## src/hw/ueprp_pkg.sv

```systemverilog
// constants for the eprom read and program controller
package ueprp_pkg;
	localparam int ADDR_W = 13;
	localparam int DATA_W = 8;
	localparam int CLK_MHZ = 250;
	// pin timing in nanoseconds, least times round up
	localparam int T_SETUP_NS = 2000;
	localparam int T_HOLD_NS = 2000;
	localparam int T_SETUP_CYC = (T_SETUP_NS * CLK_MHZ + 999) / 1000;
	localparam int T_HOLD_CYC = (T_HOLD_NS * CLK_MHZ + 999) / 1000;
	// read access time, least times round up
	localparam int T_ACC_NS = 150;
	localparam int T_ACC_CYC = (T_ACC_NS * CLK_MHZ + 999) / 1000;
	// program pulse, microseconds: nominal 1 ms within 0.95 to 1.05 ms
	localparam int T_PW_US = 1000;
	localparam int T_PW_CYC = T_PW_US * CLK_MHZ;
	// extra pulse: three times the pulse count, in ms, 2.85 to 78.75 ms
	localparam int OVER_MULT = 3;
	localparam int MAX_PULSES = 25;
	localparam logic [DATA_W-1:0] ERASED = 8'hff;
endpackage

```

## src/hw/ueprp_sync.sv

```systemverilog
// three stage input synchroniser for pin levels
`timescale 1ns/1ps
`default_nettype none
module ueprp_sync #(
	parameter int W = 8
) (
	input wire logic clock,
	input wire logic sys_rst,
	input wire logic [W-1:0] async_in,
	output logic [W-1:0] sync_out
);
	logic [W-1:0] s1;
	logic [W-1:0] s2;
	logic [W-1:0] s3;
	// a bit changes only once stages two and three agree
	always_ff @(posedge clock)
	begin
		if (sys_rst)
		begin
			s1 <= '0;
			s2 <= '0;
			s3 <= '0;
			sync_out <= '0;
		end
		else
		begin
			s1 <= async_in;
			s2 <= s1;
			s3 <= s2;
			for (int i = 0; i < W; i++)
			begin
				if (s2[i] == s3[i])
				begin
					sync_out[i] <= s3[i];
				end
			end
		end
	end
endmodule
`default_nettype wire

```

## src/hw/ueprp_ctrl.sv

```systemverilog
// host side controller that reads and programs the eprom over its pins
// How it works
// - enter programming only by raising supply with chip select low.
// - address and data stand before the strobe falls.
// - each normal strobe pulse is held low for one millisecond.
// - after verify, one extra pulse of three ms per pulse used.
// - between one and twenty-five normal pulses per byte.
// - never switch supply while chip select and strobe are both low.
// - main supply on first, off last, relative to programming supply.
`timescale 1ns/1ps
`default_nettype none
module ueprp_ctrl #(
	parameter int PW_CYC = ueprp_pkg::T_PW_CYC,
	parameter int MAXP = ueprp_pkg::MAX_PULSES
) (
	input wire logic clock,
	input wire logic sys_rst,
	input wire logic req_valid,
	input wire logic req_write,
	input wire logic [ueprp_pkg::ADDR_W-1:0] req_addr,
	input wire logic [ueprp_pkg::DATA_W-1:0] req_data,
	output logic req_ready,
	output logic done,
	output logic fail,
	output logic [ueprp_pkg::DATA_W-1:0] rd_data,
	output logic [ueprp_pkg::ADDR_W-1:0] address_lines,
	output logic chip_select_n,
	output logic output_gate_n,
	output logic program_strobe_n,
	output logic main_supply_on,
	output logic prog_supply_high,
	input wire logic [ueprp_pkg::DATA_W-1:0] data_pins_in,
	output logic [ueprp_pkg::DATA_W-1:0] data_pins_out,
	output logic data_pins_oe
);
	// pulse counter is five bits wide, so the limit stays small
	if (PW_CYC < 1 || MAXP < 1 || MAXP > ueprp_pkg::MAX_PULSES)
	begin : g_bad_param
		$error("bad timing parameters");
	end

	// ****************
	// state
	// ****************
	typedef enum {S_IDLE, S_RD_ACC, S_PWR_UP, S_SETUP, S_PULSE, S_HOLD,
		S_VERIFY, S_OVER, S_OVER_HOLD, S_PWR_DN, S_REPLY} ueprp_state_t;
	typedef struct packed {
		ueprp_state_t st;
		logic [31:0] cnt;
		logic [4:0] pulses;
		logic over;
		logic ok;
		logic wr;
		logic [ueprp_pkg::DATA_W-1:0] wdata;
		logic req_ready;
		logic done;
		logic fail;
		logic [ueprp_pkg::DATA_W-1:0] rd_data;
		logic [ueprp_pkg::ADDR_W-1:0] addr;
		logic cs_n;
		logic oe_n;
		logic pgm_n;
		logic vcc;
		logic vpp;
		logic [ueprp_pkg::DATA_W-1:0] dout;
		logic doe;
	} ueprp_regs_t;
	ueprp_regs_t r;
	ueprp_regs_t next_r;
	logic [ueprp_pkg::DATA_W-1:0] din;

	ueprp_sync #(.W(ueprp_pkg::DATA_W)) u_sync (
		.clock(clock),
		.sys_rst(sys_rst),
		.async_in(data_pins_in),
		.sync_out(din)
	);

	// read settle covers access plus three sync stages and the agree stage
	localparam int RD_WAIT = ueprp_pkg::T_ACC_CYC + 4;

	// ****************
	// next state
	// ****************
	always_comb
	begin
		next_r = r;
		next_r.done = 1'b0;
		next_r.cnt = r.cnt + 32'h1;
		case (r.st)
			S_IDLE:
			begin
				next_r.cnt = '0;
				next_r.cs_n = 1'b1;
				next_r.oe_n = 1'b1;
				next_r.pgm_n = 1'b1;
				next_r.doe = 1'b0;
				if (req_valid && r.req_ready)
				begin
					next_r.req_ready = 1'b0;
					next_r.addr = req_addr;
					next_r.wdata = req_data;
					next_r.wr = req_write;
					next_r.pulses = '0;
					next_r.over = 1'b0;
					next_r.fail = 1'b0;
					if (req_write)
					begin
						next_r.vcc = 1'b1;
						next_r.st = S_PWR_UP;
					end
					else
					begin
						// select and gate low to read
						next_r.cs_n = 1'b0;
						next_r.oe_n = 1'b0;
						next_r.st = S_RD_ACC;
					end
				end
			end
			S_RD_ACC:
			begin
				if (r.cnt >= 32'(RD_WAIT))
				begin
					next_r.rd_data = din;
					if (r.wr)
					begin
						next_r.oe_n = 1'b1;
						next_r.cs_n = 1'b1;
						next_r.cnt = '0;
						// done only when every bit read equals the bit wanted
						next_r.ok = ((din ^ r.wdata) == '0);
						next_r.st = S_VERIFY;
					end
					else
					begin
						next_r.st = S_REPLY;
					end
				end
			end
			S_PWR_UP:
			begin
				// raise supply while chip select is low
				if (r.cnt == 32'(ueprp_pkg::T_SETUP_CYC))
				begin
					next_r.cs_n = 1'b0;
				end
				if (r.cnt == 32'(2 * ueprp_pkg::T_SETUP_CYC))
				begin
					next_r.vpp = 1'b1;
				end
				if (r.cnt >= 32'(3 * ueprp_pkg::T_SETUP_CYC))
				begin
					next_r.cnt = '0;
					next_r.st = S_SETUP;
				end
			end
			S_SETUP:
			begin
				// drive data pins; address and data before strobe
				next_r.cs_n = 1'b0;
				next_r.oe_n = 1'b1;
				next_r.dout = r.wdata;
				next_r.doe = 1'b1;
				if (r.cnt >= 32'(ueprp_pkg::T_SETUP_CYC))
				begin
					next_r.pgm_n = 1'b0;
					next_r.cnt = '0;
					next_r.st = r.over ? S_OVER : S_PULSE;
				end
			end
			S_PULSE:
			begin
				if (r.cnt >= 32'(PW_CYC - 1))
				begin
					next_r.pgm_n = 1'b1;
					next_r.pulses = r.pulses + 5'h1;
					next_r.cnt = '0;
					next_r.st = S_HOLD;
				end
			end
			S_OVER:
			begin
				// extra pulse three ms per normal pulse used
				if (r.cnt >= 32'(PW_CYC) * 32'(ueprp_pkg::OVER_MULT) * 32'(r.pulses) - 32'h1)
				begin
					next_r.pgm_n = 1'b1;
					next_r.cnt = '0;
					next_r.st = S_OVER_HOLD;
				end
			end
			S_HOLD, S_OVER_HOLD:
			begin
				if (r.cnt >= 32'(ueprp_pkg::T_HOLD_CYC))
				begin
					next_r.doe = 1'b0;
					next_r.cnt = '0;
					if (r.st == S_OVER_HOLD)
					begin
						next_r.ok = 1'b1;
						next_r.st = S_PWR_DN;
					end
					else
					begin
						next_r.oe_n = 1'b0;
						next_r.st = S_RD_ACC;
					end
				end
			end
			S_VERIFY:
			begin
				next_r.cnt = '0;
				// repeat, extra pulse, or give up; limit
				if (r.ok)
				begin
					next_r.over = 1'b1;
					next_r.st = S_SETUP;
				end
				else if (r.pulses >= 5'(MAXP))
				begin
					next_r.fail = 1'b1;
					next_r.st = S_PWR_DN;
				end
				else
				begin
					next_r.st = S_SETUP;
				end
			end
			S_PWR_DN:
			begin
				// strobe is high before supply moves; select high
				next_r.cs_n = 1'b1;
				next_r.pgm_n = 1'b1;
				next_r.oe_n = 1'b1;
				next_r.doe = 1'b0;
				next_r.vpp = 1'b0;
				// main supply off after programming supply
				if (r.cnt >= 32'(ueprp_pkg::T_SETUP_CYC))
				begin
					next_r.vcc = 1'b0;
					next_r.st = S_REPLY;
				end
			end
			S_REPLY:
			begin
				next_r.cs_n = 1'b1;
				next_r.oe_n = 1'b1;
				next_r.done = 1'b1;
				next_r.req_ready = 1'b1;
				next_r.st = S_IDLE;
			end
			default:
			begin
				next_r.st = S_IDLE;
			end
		endcase
	end

	always_ff @(posedge clock)
	begin
		if (sys_rst)
		begin
			r <= '{st: S_IDLE, cnt: '0, pulses: '0, over: 1'b0, ok: 1'b0, wr: 1'b0,
				wdata: '0, req_ready: 1'b1, done: 1'b0, fail: 1'b0,
				rd_data: ueprp_pkg::ERASED, addr: '0, cs_n: 1'b1, oe_n: 1'b1,
				pgm_n: 1'b1, vcc: 1'b0, vpp: 1'b0, dout: '0, doe: 1'b0};
		end
		else
		begin
			r <= next_r;
		end
	end

	assign req_ready = r.req_ready;
	assign done = r.done;
	assign fail = r.fail;
	assign rd_data = r.rd_data;
	assign address_lines = r.addr;
	assign chip_select_n = r.cs_n;
	assign output_gate_n = r.oe_n;
	assign program_strobe_n = r.pgm_n;
	assign main_supply_on = r.vcc;
	assign prog_supply_high = r.vpp;
	assign data_pins_out = r.dout;
	assign data_pins_oe = r.doe;
endmodule
`default_nettype wire

```

## config.mk

```make
export PLATFORM = sky130hd
export DESIGN_NAME = ueprp_ctrl
export DESIGN_NICKNAME = d
export VERILOG_FILES = /design/src/hw/ueprp_pkg.sv /design/src/hw/ueprp_sync.sv /design/src/hw/ueprp_ctrl.sv
export SDC_FILE = /design/constraint.sdc
export NUM_CORES = 1
export LEC_CHECK = 0
export BUFFER_PORTS_ARGS = -buffer_cell sky130_fd_sc_hd__clkbuf_2
export CAP_MARGIN = 20
export CELL_PAD_IN_SITES_DETAIL_PLACEMENT = 1
export CELL_PAD_IN_SITES_GLOBAL_PLACEMENT = 1
export CORE_MARGIN = 2
export CORE_UTILIZATION = 41
export CTS_CLUSTER_SIZE = 20
export DETAILED_ROUTE_END_ITERATION = 7
export HOLD_SLACK_MARGIN = 0.05
export PLACE_DENSITY = 0.89
export REMOVE_ABC_BUFFERS = 1
export SYNTH_ARGS = -nofsm -noshare
export SYNTH_HDL_FRONTEND = slang
export SYNTH_SLANG_ARGS = --single-unit
```

## constraint.sdc

```tcl
create_clock -name clock -period 6.2 [get_ports clock]
set_input_delay 0.93 -clock clock [delete_from_list [all_inputs] [get_ports clock]]
set_output_delay 0.93 -clock clock [all_outputs]
set_load 0.02 [all_outputs]
```

Word-level counts from Yosys, hierarchy flattened
Index checks and enable logic that the tools add are counted.

word-level totals
  register bits after elaboration = 150
  input bits = 33

operators by class
  bitwise gates (word level) = 1
  multipliers = 1
  reduce and logical (&&, ||, !) cells = 32
  magnitude comparators = 6
  equality and inequality tests = 38
  mux-type cells = 52
  add/subtract/negate cells = 3

operators by type and width
  operator                                                                  count
  64-bit 2-to-1 mux                                                         5
  32-bit one-hot mux with 9 select lines                                    1
  32-bit one-hot mux with 7 select lines                                    1
  32-bit by 3-bit == test with 1-bit output (second input constant)         4
  32-bit 2-to-1 mux                                                         4
  32-bit by 4-bit == test with 1-bit output (second input constant)         3
  69-bit 2-to-1 mux                                                         1
  32-bit by 2-bit == test with 1-bit output (second input constant)         2
  2-bit inequality test (second input constant)                             17
  32-bit by 1-bit adder with 32-bit output (second input constant)          1
  32-bit by 1-bit == test with 1-bit output (second input constant)         1
  32-bit by 10-bit == test with 1-bit output (second input constant)        1
  32-bit by 5-bit == test with 1-bit output (second input constant)         1
  32-bit by 9-bit == test with 1-bit output (second input constant)         1
  32-bit by 11-bit >= comparator with 1-bit output (second input constant)  1
  32-bit by 18-bit >= comparator with 1-bit output (second input constant)  1
  32-bit >= comparator                                                      1
  32-bit by 6-bit >= comparator with 1-bit output (second input constant)   1
  32-bit by 9-bit >= comparator with 1-bit output (second input constant)   1
  32-bit zero test                                                          1
  25-bit by 1-bit subtractor with 26-bit output (second input constant)     1
  16-bit by 5-bit multiplier with 21-bit output (first input constant)      1
  1-bit 2-to-1 mux                                                          19
  4-bit AND reduction                                                       4
  other kinds (24)                                                          59

Logic depth before layout (Yosys ltp)
Gate-level depths: netlist of the first run.

  depth in word-level cells = 5
  mapped depth = 27
  gate-level depth less buffers = 25

Cells and area by module
Synthesis of the first run repeated with hierarchy kept, for this count alone.

second synthesis, totals
  cell total of the unflattened synthesis = 961
  area, all modules = 7,900.1 um^2

modules (own cells, without submodules)
  module      area an instance (um^2)  cells each  times used  sequential area each (um^2)
  ueprp_ctrl  6,976.7                  878         1           1,801.7
  ueprp_sync  923.4                    83          1           640.6

Least setup slack after synthesis of the first run
No wires, ideal clock.

  kind = flip-flop to flip-flop
  from = register r[52] in the netlist's numbering
  to = register r[89] in the netlist's numbering
  setup slack = -0.068 ns
  cell stages (with the launch flop) = 24
  buffers on the path = 1
  setup time = 0.128 ns
  clock period less this slack = 6.268 ns
  arrival = 6.141 ns
  cell sequence = dfxtp_1 -> inv_1 -> ha_1 -> fa_1 -> inv_1 -> ha_1 -> ha_1 -> buf_2 -> a211o_1 -> and4_1 -> or3_1 -> nor4b_4 -> nand3_1 -> nor3_2 -> nor4b_2 -> nand3b_1 -> ha_1 -> nand4_1 -> or2_2 -> o221ai_1 -> a21oi_1 -> a211oi_1 -> mux2i_1 -> nor2_1

on the way
  cells in the longest elaborated chain, start to end = 5
  elaborated cells on any way between the ends = 9
  those cells by class = 1 x add/sub; 1 x mul; 2 x order compare; 1 x eq/ne; 3 x mux; 1 x reduce/logical

RTL lines
  element                                        RTL line           text
  from (decl)                                    ueprp_ctrl.sv:68   ueprp_regs_t r;
  from (signal assigned)                         ueprp_ctrl.sv:263  r <= '{st: S_IDLE, cnt: '0, pulses: '0, over: 1'b0, ok: 1'b0, wr: 1'b0,
  from (signal assigned)                         ueprp_ctrl.sv:270  r <= next_r;
  16-bit by 5-bit multiplier with 21-bit output  ueprp_ctrl.sv:185  if (r.cnt >= 32'(PW_CYC) * 32'(ueprp_pkg::OVER_MULT) * 32'(r.pulses) - 32'h1)
  25-bit by 1-bit subtractor with 26-bit output  ueprp_ctrl.sv:185
  32-bit >= comparator                           ueprp_ctrl.sv:185
  2-bit inequality test (no source line)         n/a
  8-bit AND reduction (no source line)           n/a

Several ways; a longest one is shown, not always the timed one.
A chain may end at the register's enable or synchronous reset.

Final worst setup path of the first run
  from = register r[53] in the netlist's numbering
  to = register r[75] in the netlist's numbering

on the way
  cells in the longest elaborated chain, start to end = 5

RTL lines
  element                                        RTL line           text
  16-bit by 5-bit multiplier with 21-bit output  ueprp_ctrl.sv:185
  25-bit by 1-bit subtractor with 26-bit output  ueprp_ctrl.sv:185
  32-bit >= comparator                           ueprp_ctrl.sv:185
  64-bit 2-to-1 mux                              ueprp_ctrl.sv:185
  32-bit one-hot mux with 7 select lines         ueprp_ctrl.sv:90   case (r.st)

Every way passes these cells. The select of a mux whose other input is x is not followed.

==> results of run 1 <==
[critical path, cell delays in order (launching register included)]
cell       delay (ps)
dfxtp_4           380
buf_6             130
fa_2              370
fa_1              530
inv_1              60
fa_1              500
inv_2              70
ha_4              240
buf_6             130
and4b_1           180
a2111oi_2         400
buf_4             200
nand3_2           100
o41a_1            420
a211oi_2          270
xor2_1            210
ha_1              260
a21o_1            160
a21o_1            160
a221oi_2          320
o221ai_2          160
a21oi_2           170
buf_4             150
a21oi_2            50
a21o_2            330
clkbuf_16         220
nor2_4            100
[kinds of logic (layout without fill, tap and decap cells)]
family / count (synthesis) / in the layout / synth area share [%]
XOR/XNOR: 75 / 75 / 8.08
flip-flops: 122 / 122 / 30.0
AO/OA/AOI/OAI: 207 / 207 / 16.5
AND/OR/NAND/NOR: 393 / 393 / 23.9
multiplexers: 4 / 4 / 0.523
buffers and inverters: 115 / 207 / 6.74
adder cells (fa/ha/maj): 87 / 87 / 14.2
[stage by stage]
stage | area, um2 | hold WS [ps] | setup TNS [ps]
6_report | 10100 | 435 | -3190
5_1_grt | 10100 | 457 | -9200
4_1_cts | 9440 | 436 | -41.0
3_5_place_dp | 8780 | 426 | -8160
3_3_place_gp | 8750 | 417 | -2700
2_1_floorplan | 7720 | 414 | -1300
[registers in the layout, indices dropped and copies added (netlist names)]
name,cells
r,52
address_lines,13
data_pins_out,8
rd_data,8
u_sync.s1,8
u_sync.s2,8
u_sync.s3,8
u_sync.sync_out,8
chip_select_n,1
data_pins_oe,1
done,1
fail,1
main_supply_on,1
output_gate_n,1
prog_supply_high,1
program_strobe_n,1
req_ready,1
[timing repair]
item / CTS / global route
endpoints found under the setup margin: 37 / 37
setup buffers: 1 / 20
cloned: 0 / 3
pin swaps: 4 / 40
gates resized for setup: 11 / 88
[worst paths after layout]
path                                    from            to  slack [ps]  cells past startpoint
worst max-delay path                   r[53]         r[75]        -140                     26
worst min-delay path            u_sync.s1[3]  u_sync.s2[3]         430                      1
worst max register to register         r[53]         r[75]        -140                     26
worst min register to register  u_sync.s1[3]  u_sync.s2[3]         430                      1
[layout make-up]
type,count,share of cell area [%]
tap,265,3.29
clock buffer,20,4.63
sequential,122,24.3
clock inverter,12,1.38
timing repair buffer,139,9.58
inverter,36,1.34
multi-input combinational,766,55.5
[cell usage after synthesis (all sizes together), types with 3 or more instances]
cell,number
nor2,91
nor2b,34
a2111oi,3
xnor2,34
dfxtp,122
o21ai,34
or4b,3
nor4,12
o32ai,3
or3,5
nor3,38
buf,42
nand2,128
clkbuf,37
a21oi,80
fa,9
a32oi,4
a31oi,11
a211oi,6
xor2,41
and4,5
a21o,19
o211ai,4
ha,78
nand3b,4
o21a,5
and3,13
nor4b,3
a221oi,4
nand2b,10
nand4,12
or2,3
inv,36
nand3,23
and2,5
a311o,5
a311oi,3
[where the power goes]
part / total, W / internal [W] / leakage [nW] / switching, W
registers: 0.000897 / 0.000834 / 0.993 / 0.0000636
logic: 0.000467 / 0.000178 / 3.18 / 0.000288
clock network: 0.00104 / 0.000627 / 0.285 / 0.000413
total: 0.00240 / 0.00164 / 4.46 / 0.000765
[metal layers]
layer	up-vias	global-route usage, %
met3	88	4.18
li1	3632	-
met4	0	8.94
met1	3889	29.1
met2	252	39.3
met5	-	0
==> run_results.csv, run 1 <==
group,metric,value,unit
status,status,"finished with violations",
status,failed_checks,"negative setup slack",
finish,nFillCells,2255,
synthesis,synthArstFlopShare,0,%
die,core,19500,um2
clocking,cts_sinks,122,
critical_path,start_kind,"flip-flop",
synthesis,yosysSeqAreaShare,30.0,%
worst_hold_path,min_path_type,"reg2reg",
synthesis,postSynthCellCount,1003,
placement,port_buffers,70,
synthesis,synth_edf_count,0,
timing,finalWorstSetupSlack,-136,ps
finish,antenna_cells,0,
finish,multi_input_area,5590,um2
synthesis,syn_area_per_cell,8.11,um2
routing,top_layer,"met4",
routing,drt-initial-drc-count,472,
routing,ant_nets,0,
die,die_area,21000,um2
placement,dp_slack,-326,ps
timing,worstMarginPinSlew,1070,ps
routing,via_per_inst,5.78,
routing,via_count,7861,
critical_path,crit_arrival,6700,ps
routing,wl_met1,11800,um
finish,final_common_cell,"nand2_1",
die,row_count,51,
routing,first_pass_iters,5,
die,ioPinCount,71,
synthesis,synth_warnings,0,
timing,clock_skew,15.8,ps
synthesis,yosys_register_bits,122,
synthesis,synth_top_cell_by_area,"dfxtp_1",
pwr,finalPower,0.00240,W
synthesis,synth_flop_cell,"dfxtp_1",
synthesis,ys_types,73,
clocking,cts_root_buf,"clkbuf_16",
placement,gp_congestion,0.917,
timing,final_hold_viol_count,0,
critical_path,end_kind,"flip-flop",
timing,setup_viol,33,
global_route,grt_max_degree,57,
finish,areaGrowthSynthToFinish,24.0,%
placement,hpwl,17200,um
timing,fmax,158,MHz
clocking,clockBufferDepth,2,
finish,mostFrequentLayoutCells,"nand2_1, dfxtp_1, nor2_1",
timing,period_share,102,%
synthesis,synthTopCellsByArea,"dfxtp_1, ha_1, nand2_1, a21oi_1, xor2_1",
finish,ff_latch_area,2450,um2
clocking,ctsHoldBuffers,0,
timing,rsz0062_at_grt,"true",
global_route,grt_pass1_wl,38300,um
global_route,antenna_found_initial,0,
global_route,grt_pass1_vias,7577,
die,die_w,145,um
run,maxCapViolations,0,
routing,wirelength,28200,um
timing,drv_slew,0,
critical_path,critical_path_class,"reg2reg",
routing,drc_errors,0,
clocking,cts.reportedPaths.clkPinSlew,60,ps
synthesis,netlist.area_leader.share,30.0,%
synthesis,synth_area,8130,um2
finish,drive_gt1_share,23.9,%
clocking,cts_tree,"yes",
clocking,cts_made_buffers,17,
clocking,clock_latency,440,ps
routing,wl_met2,14200,um
pwr,ir_drop,165,uV
global_route,overflow,0,
global_route,track_usage,23.1,%
critical_path,worstPathMaxFanout,8,
routing,wire_per_inst,20.7,um
die,fp.dieH,145,um
placement,dp_cells,1304,
pwr,leakage,4.46,nW
finish,stdcell_count,1360,
timing,maxSlewHeadroom,28.6,%
timing,min_period,6340,ps
finish,final_nets,1202,
routing,route.met3.wl,1130,um
clocking,htree_num_levels,4,
pwr,p_per_area,239,nW/um2
finish,fin_util,51.8,%
critical_path,required,6570,ps
die,start_util,41.8,%
No activity file was read; power rests on OpenSTA's default activity.
==> inputs of run 2 (changes only) <==
--- a/config.mk
+++ b/config.mk
@@ -9,6 +9,7 @@
 export CAP_MARGIN = 20
 export CELL_PAD_IN_SITES_DETAIL_PLACEMENT = 1
 export CELL_PAD_IN_SITES_GLOBAL_PLACEMENT = 1
+export CORE_ASPECT_RATIO = 1.1
 export CORE_MARGIN = 2
 export CORE_UTILIZATION = 41
 export CTS_CLUSTER_SIZE = 20
==> run_results.csv, run 2 (synthesized netlist as in run 1, its figures left out) <==
group,metric,value,unit
die,start_util,41.4,%
die,fp.dieH,152,um
global_route,grt_max_degree,60,
global_route,globalRouteMet2Util,40.2,%
pwr,power_frac_comb,18.5,%
placement,port_buffers,70,
pwr,leakage,4.42,nW
pwr,p_sw_share,31.6,%
critical_path,start_kind,"flip-flop",
timing,fmax,160,MHz
status,status,"finished with violations",
finish,final_common_cell,"nand2_1",
global_route,use_met3,4.27,%
routing,first_pass_iters,5,
finish,nFillCells,2318,
placement,dp_cells,1297,
die,die_w,138,um
finish,areaGrowthSynthToFinish,22.0,%
finish,mostFrequentLayoutCells,"nand2_1, dfxtp_1, nor2_1",
global_route,grt_pass1_wl,38200,um
timing,min_period,6260,ps
routing,via_count,7816,
clocking,htree_num_levels,4,
global_route,busiest_layer,"met2",
timing,final_hold_viol_count,0,
timing,setup_tns,-419,ps
die,row_count,54,
critical_path,rr_startpoint,"r[53]",
finish,final_nets,1198,
critical_path,worstPathMaxFanout,16,
global_route,overflow,0,
timing,period_share,101,%
global_route,track_usage,22.3,%
finish,largest_register_ffs,52,
routing,drc_errors,0,
critical_path,required,6550,ps
clocking,clock_latency,430,ps
critical_path,crit_top_cell,"a21o_1",
global_route,antenna_found_initial,0,
pwr,p_per_area,231,nW/um2
pwr,p_int,0.00157,W
timing,maxSlewHeadroom,31.7,%
clocking,cts_tree,"yes",
routing,via_per_inst,5.82,
timing,rsz0062_at_grt,"true",
critical_path,critPathMaxStageDelay,530,ps
worst_hold_path,worstHoldStart,"u_sync.s1[7]",
placement,gp_congestion,0.884,
status,failed_checks,"negative setup slack",
pwr,switching_power,0.000725,W
critical_path,startpoint,"r[53]",
clocking,cts_sinks,122,
routing,ant_nets,0,
global_route,grt_pass1_vias,7734,
timing,clock_skew,11.6,ps
finish,antenna_cells,0,
routing,wirelength,27000,um
timing,worstMarginPinSlew,1020,ps
clocking,cts_root_buf,"clkbuf_16",
timing,setup_viol,21,
critical_path,critical_path_class,"reg2reg",
die,core,19700,um2
routing,drt-initial-drc-count,399,
placement,dp_slack,-397,ps
global_route,gr-usage-met1,26.0,%
timing,finalWorstSetupSlack,-61.6,ps
clocking,cts_made_buffers,17,
finish,stdcell_count,1342,
placement,hpwl,17000,um
routing,wire_per_inst,20.1,um
run,maxCapViolations,0,
clocking,clockBufferDepth,2,
critical_path,end_kind,"flip-flop",
worst_hold_path,min_path_type,"reg2reg",
finish,regMostFlops,"r",
clocking,cts.reportedPaths.clkPinSlew,60,ps
critical_path,crit_slowest_cell,"fa_1",
finish,drive_gt1_share,22.3,%
die,ioPinCount,71,
timing,drv_slew,0,
pwr,clockPowerShare,42.4,%
pwr,ir_drop,278,uV
die,die_area,21000,um2
pwr,p_seq_share,39.1,%
critical_path,crit_arrival,6610,ps
run 2: power by group through the flow:
stage,sequential (W),clock [W],combinational [W]
final,0.000897,0.000972,0.000424
after global routing,0.000904,0.00102,0.000467
after CTS,0.000895,0.000988,0.000365
after detailed placement,0.000909,0,0.000357
after global placement,0.000907,0,0.000346
after floorplan,0.000924,0,0.000200
run 2: timing repair:
item,CTS,global route
pin swaps,4,11
gates cloned,0,2
gates resized for setup,12,64
setup buffers,1,10
hold buffers,0,0
endpoints found under the setup margin,37,37
run 2: path summary, 6_finish.rpt:
path | end | slack, ps | cells past startpoint
worst max-delay path | r[65] | -60 | 25
worst max register to register | r[65] | -60 | 25
worst min-delay path | u_sync.s2[7] | 430 | 1
worst min register to register | u_sync.s2[7] | 430 | 1
run 2: cell type report:
| cell class | instances | area [um2] | share of cell area, % |
|---|---|---|---|
| Tap cell | 252 | 315 | 3.18 |
| Multi-Input combinational cell | 766 | 5540 | 55.9 |
| Clock buffer | 19 | 453 | 4.57 |
| Inverter | 36 | 135 | 1.36 |
| Clock inverter | 12 | 115 | 1.16 |
| Sequential cell | 122 | 2450 | 24.7 |
| Timing Repair Buffer | 135 | 903 | 9.11 |
run 2: routing by layer:
metal / vias to the layer above / routed length [um] / part of all wire [%]
met3: 85 / 1070 / 4.0
met5: - / 0 / 0
met1: 3847 / 10700 / 40
met2: 253 / 14200 / 53
met4: 0 / 1050 / 3.9
li1: 3631 / - / -
run 2: per-stage QoR:
| stage | hold WS (ps) | utilization [%] | power [W] | cell area, um2 |
|---|---|---|---|---|
| 2_1_floorplan | 414 | - | 0.00112 | 7720 |
| 3_3_place_gp | 416 | 44.7 | 0.00125 | 8780 |
| 3_5_place_dp | 427 | 44.7 | 0.00127 | 8780 |
| 4_1_cts | 430 | 47.9 | 0.00225 | 9410 |
| 5_1_grt | 452 | 50.4 | 0.00239 | 9920 |
| 6_report | 428 | 50.4 | 0.00229 | 9920 |
run 2: critical path, delay by kind of cell, from the launching register on:
family | cells | cell delay [ps]
and+or+nand+nor | 4 | 980
AOI/OAI and AO/OA | 10 | 1970
DFF | 1 | 380
buffers and inverters | 5 | 640
xor gates and xnor gates | 1 | 250
adders and majority gates | 5 | 1980
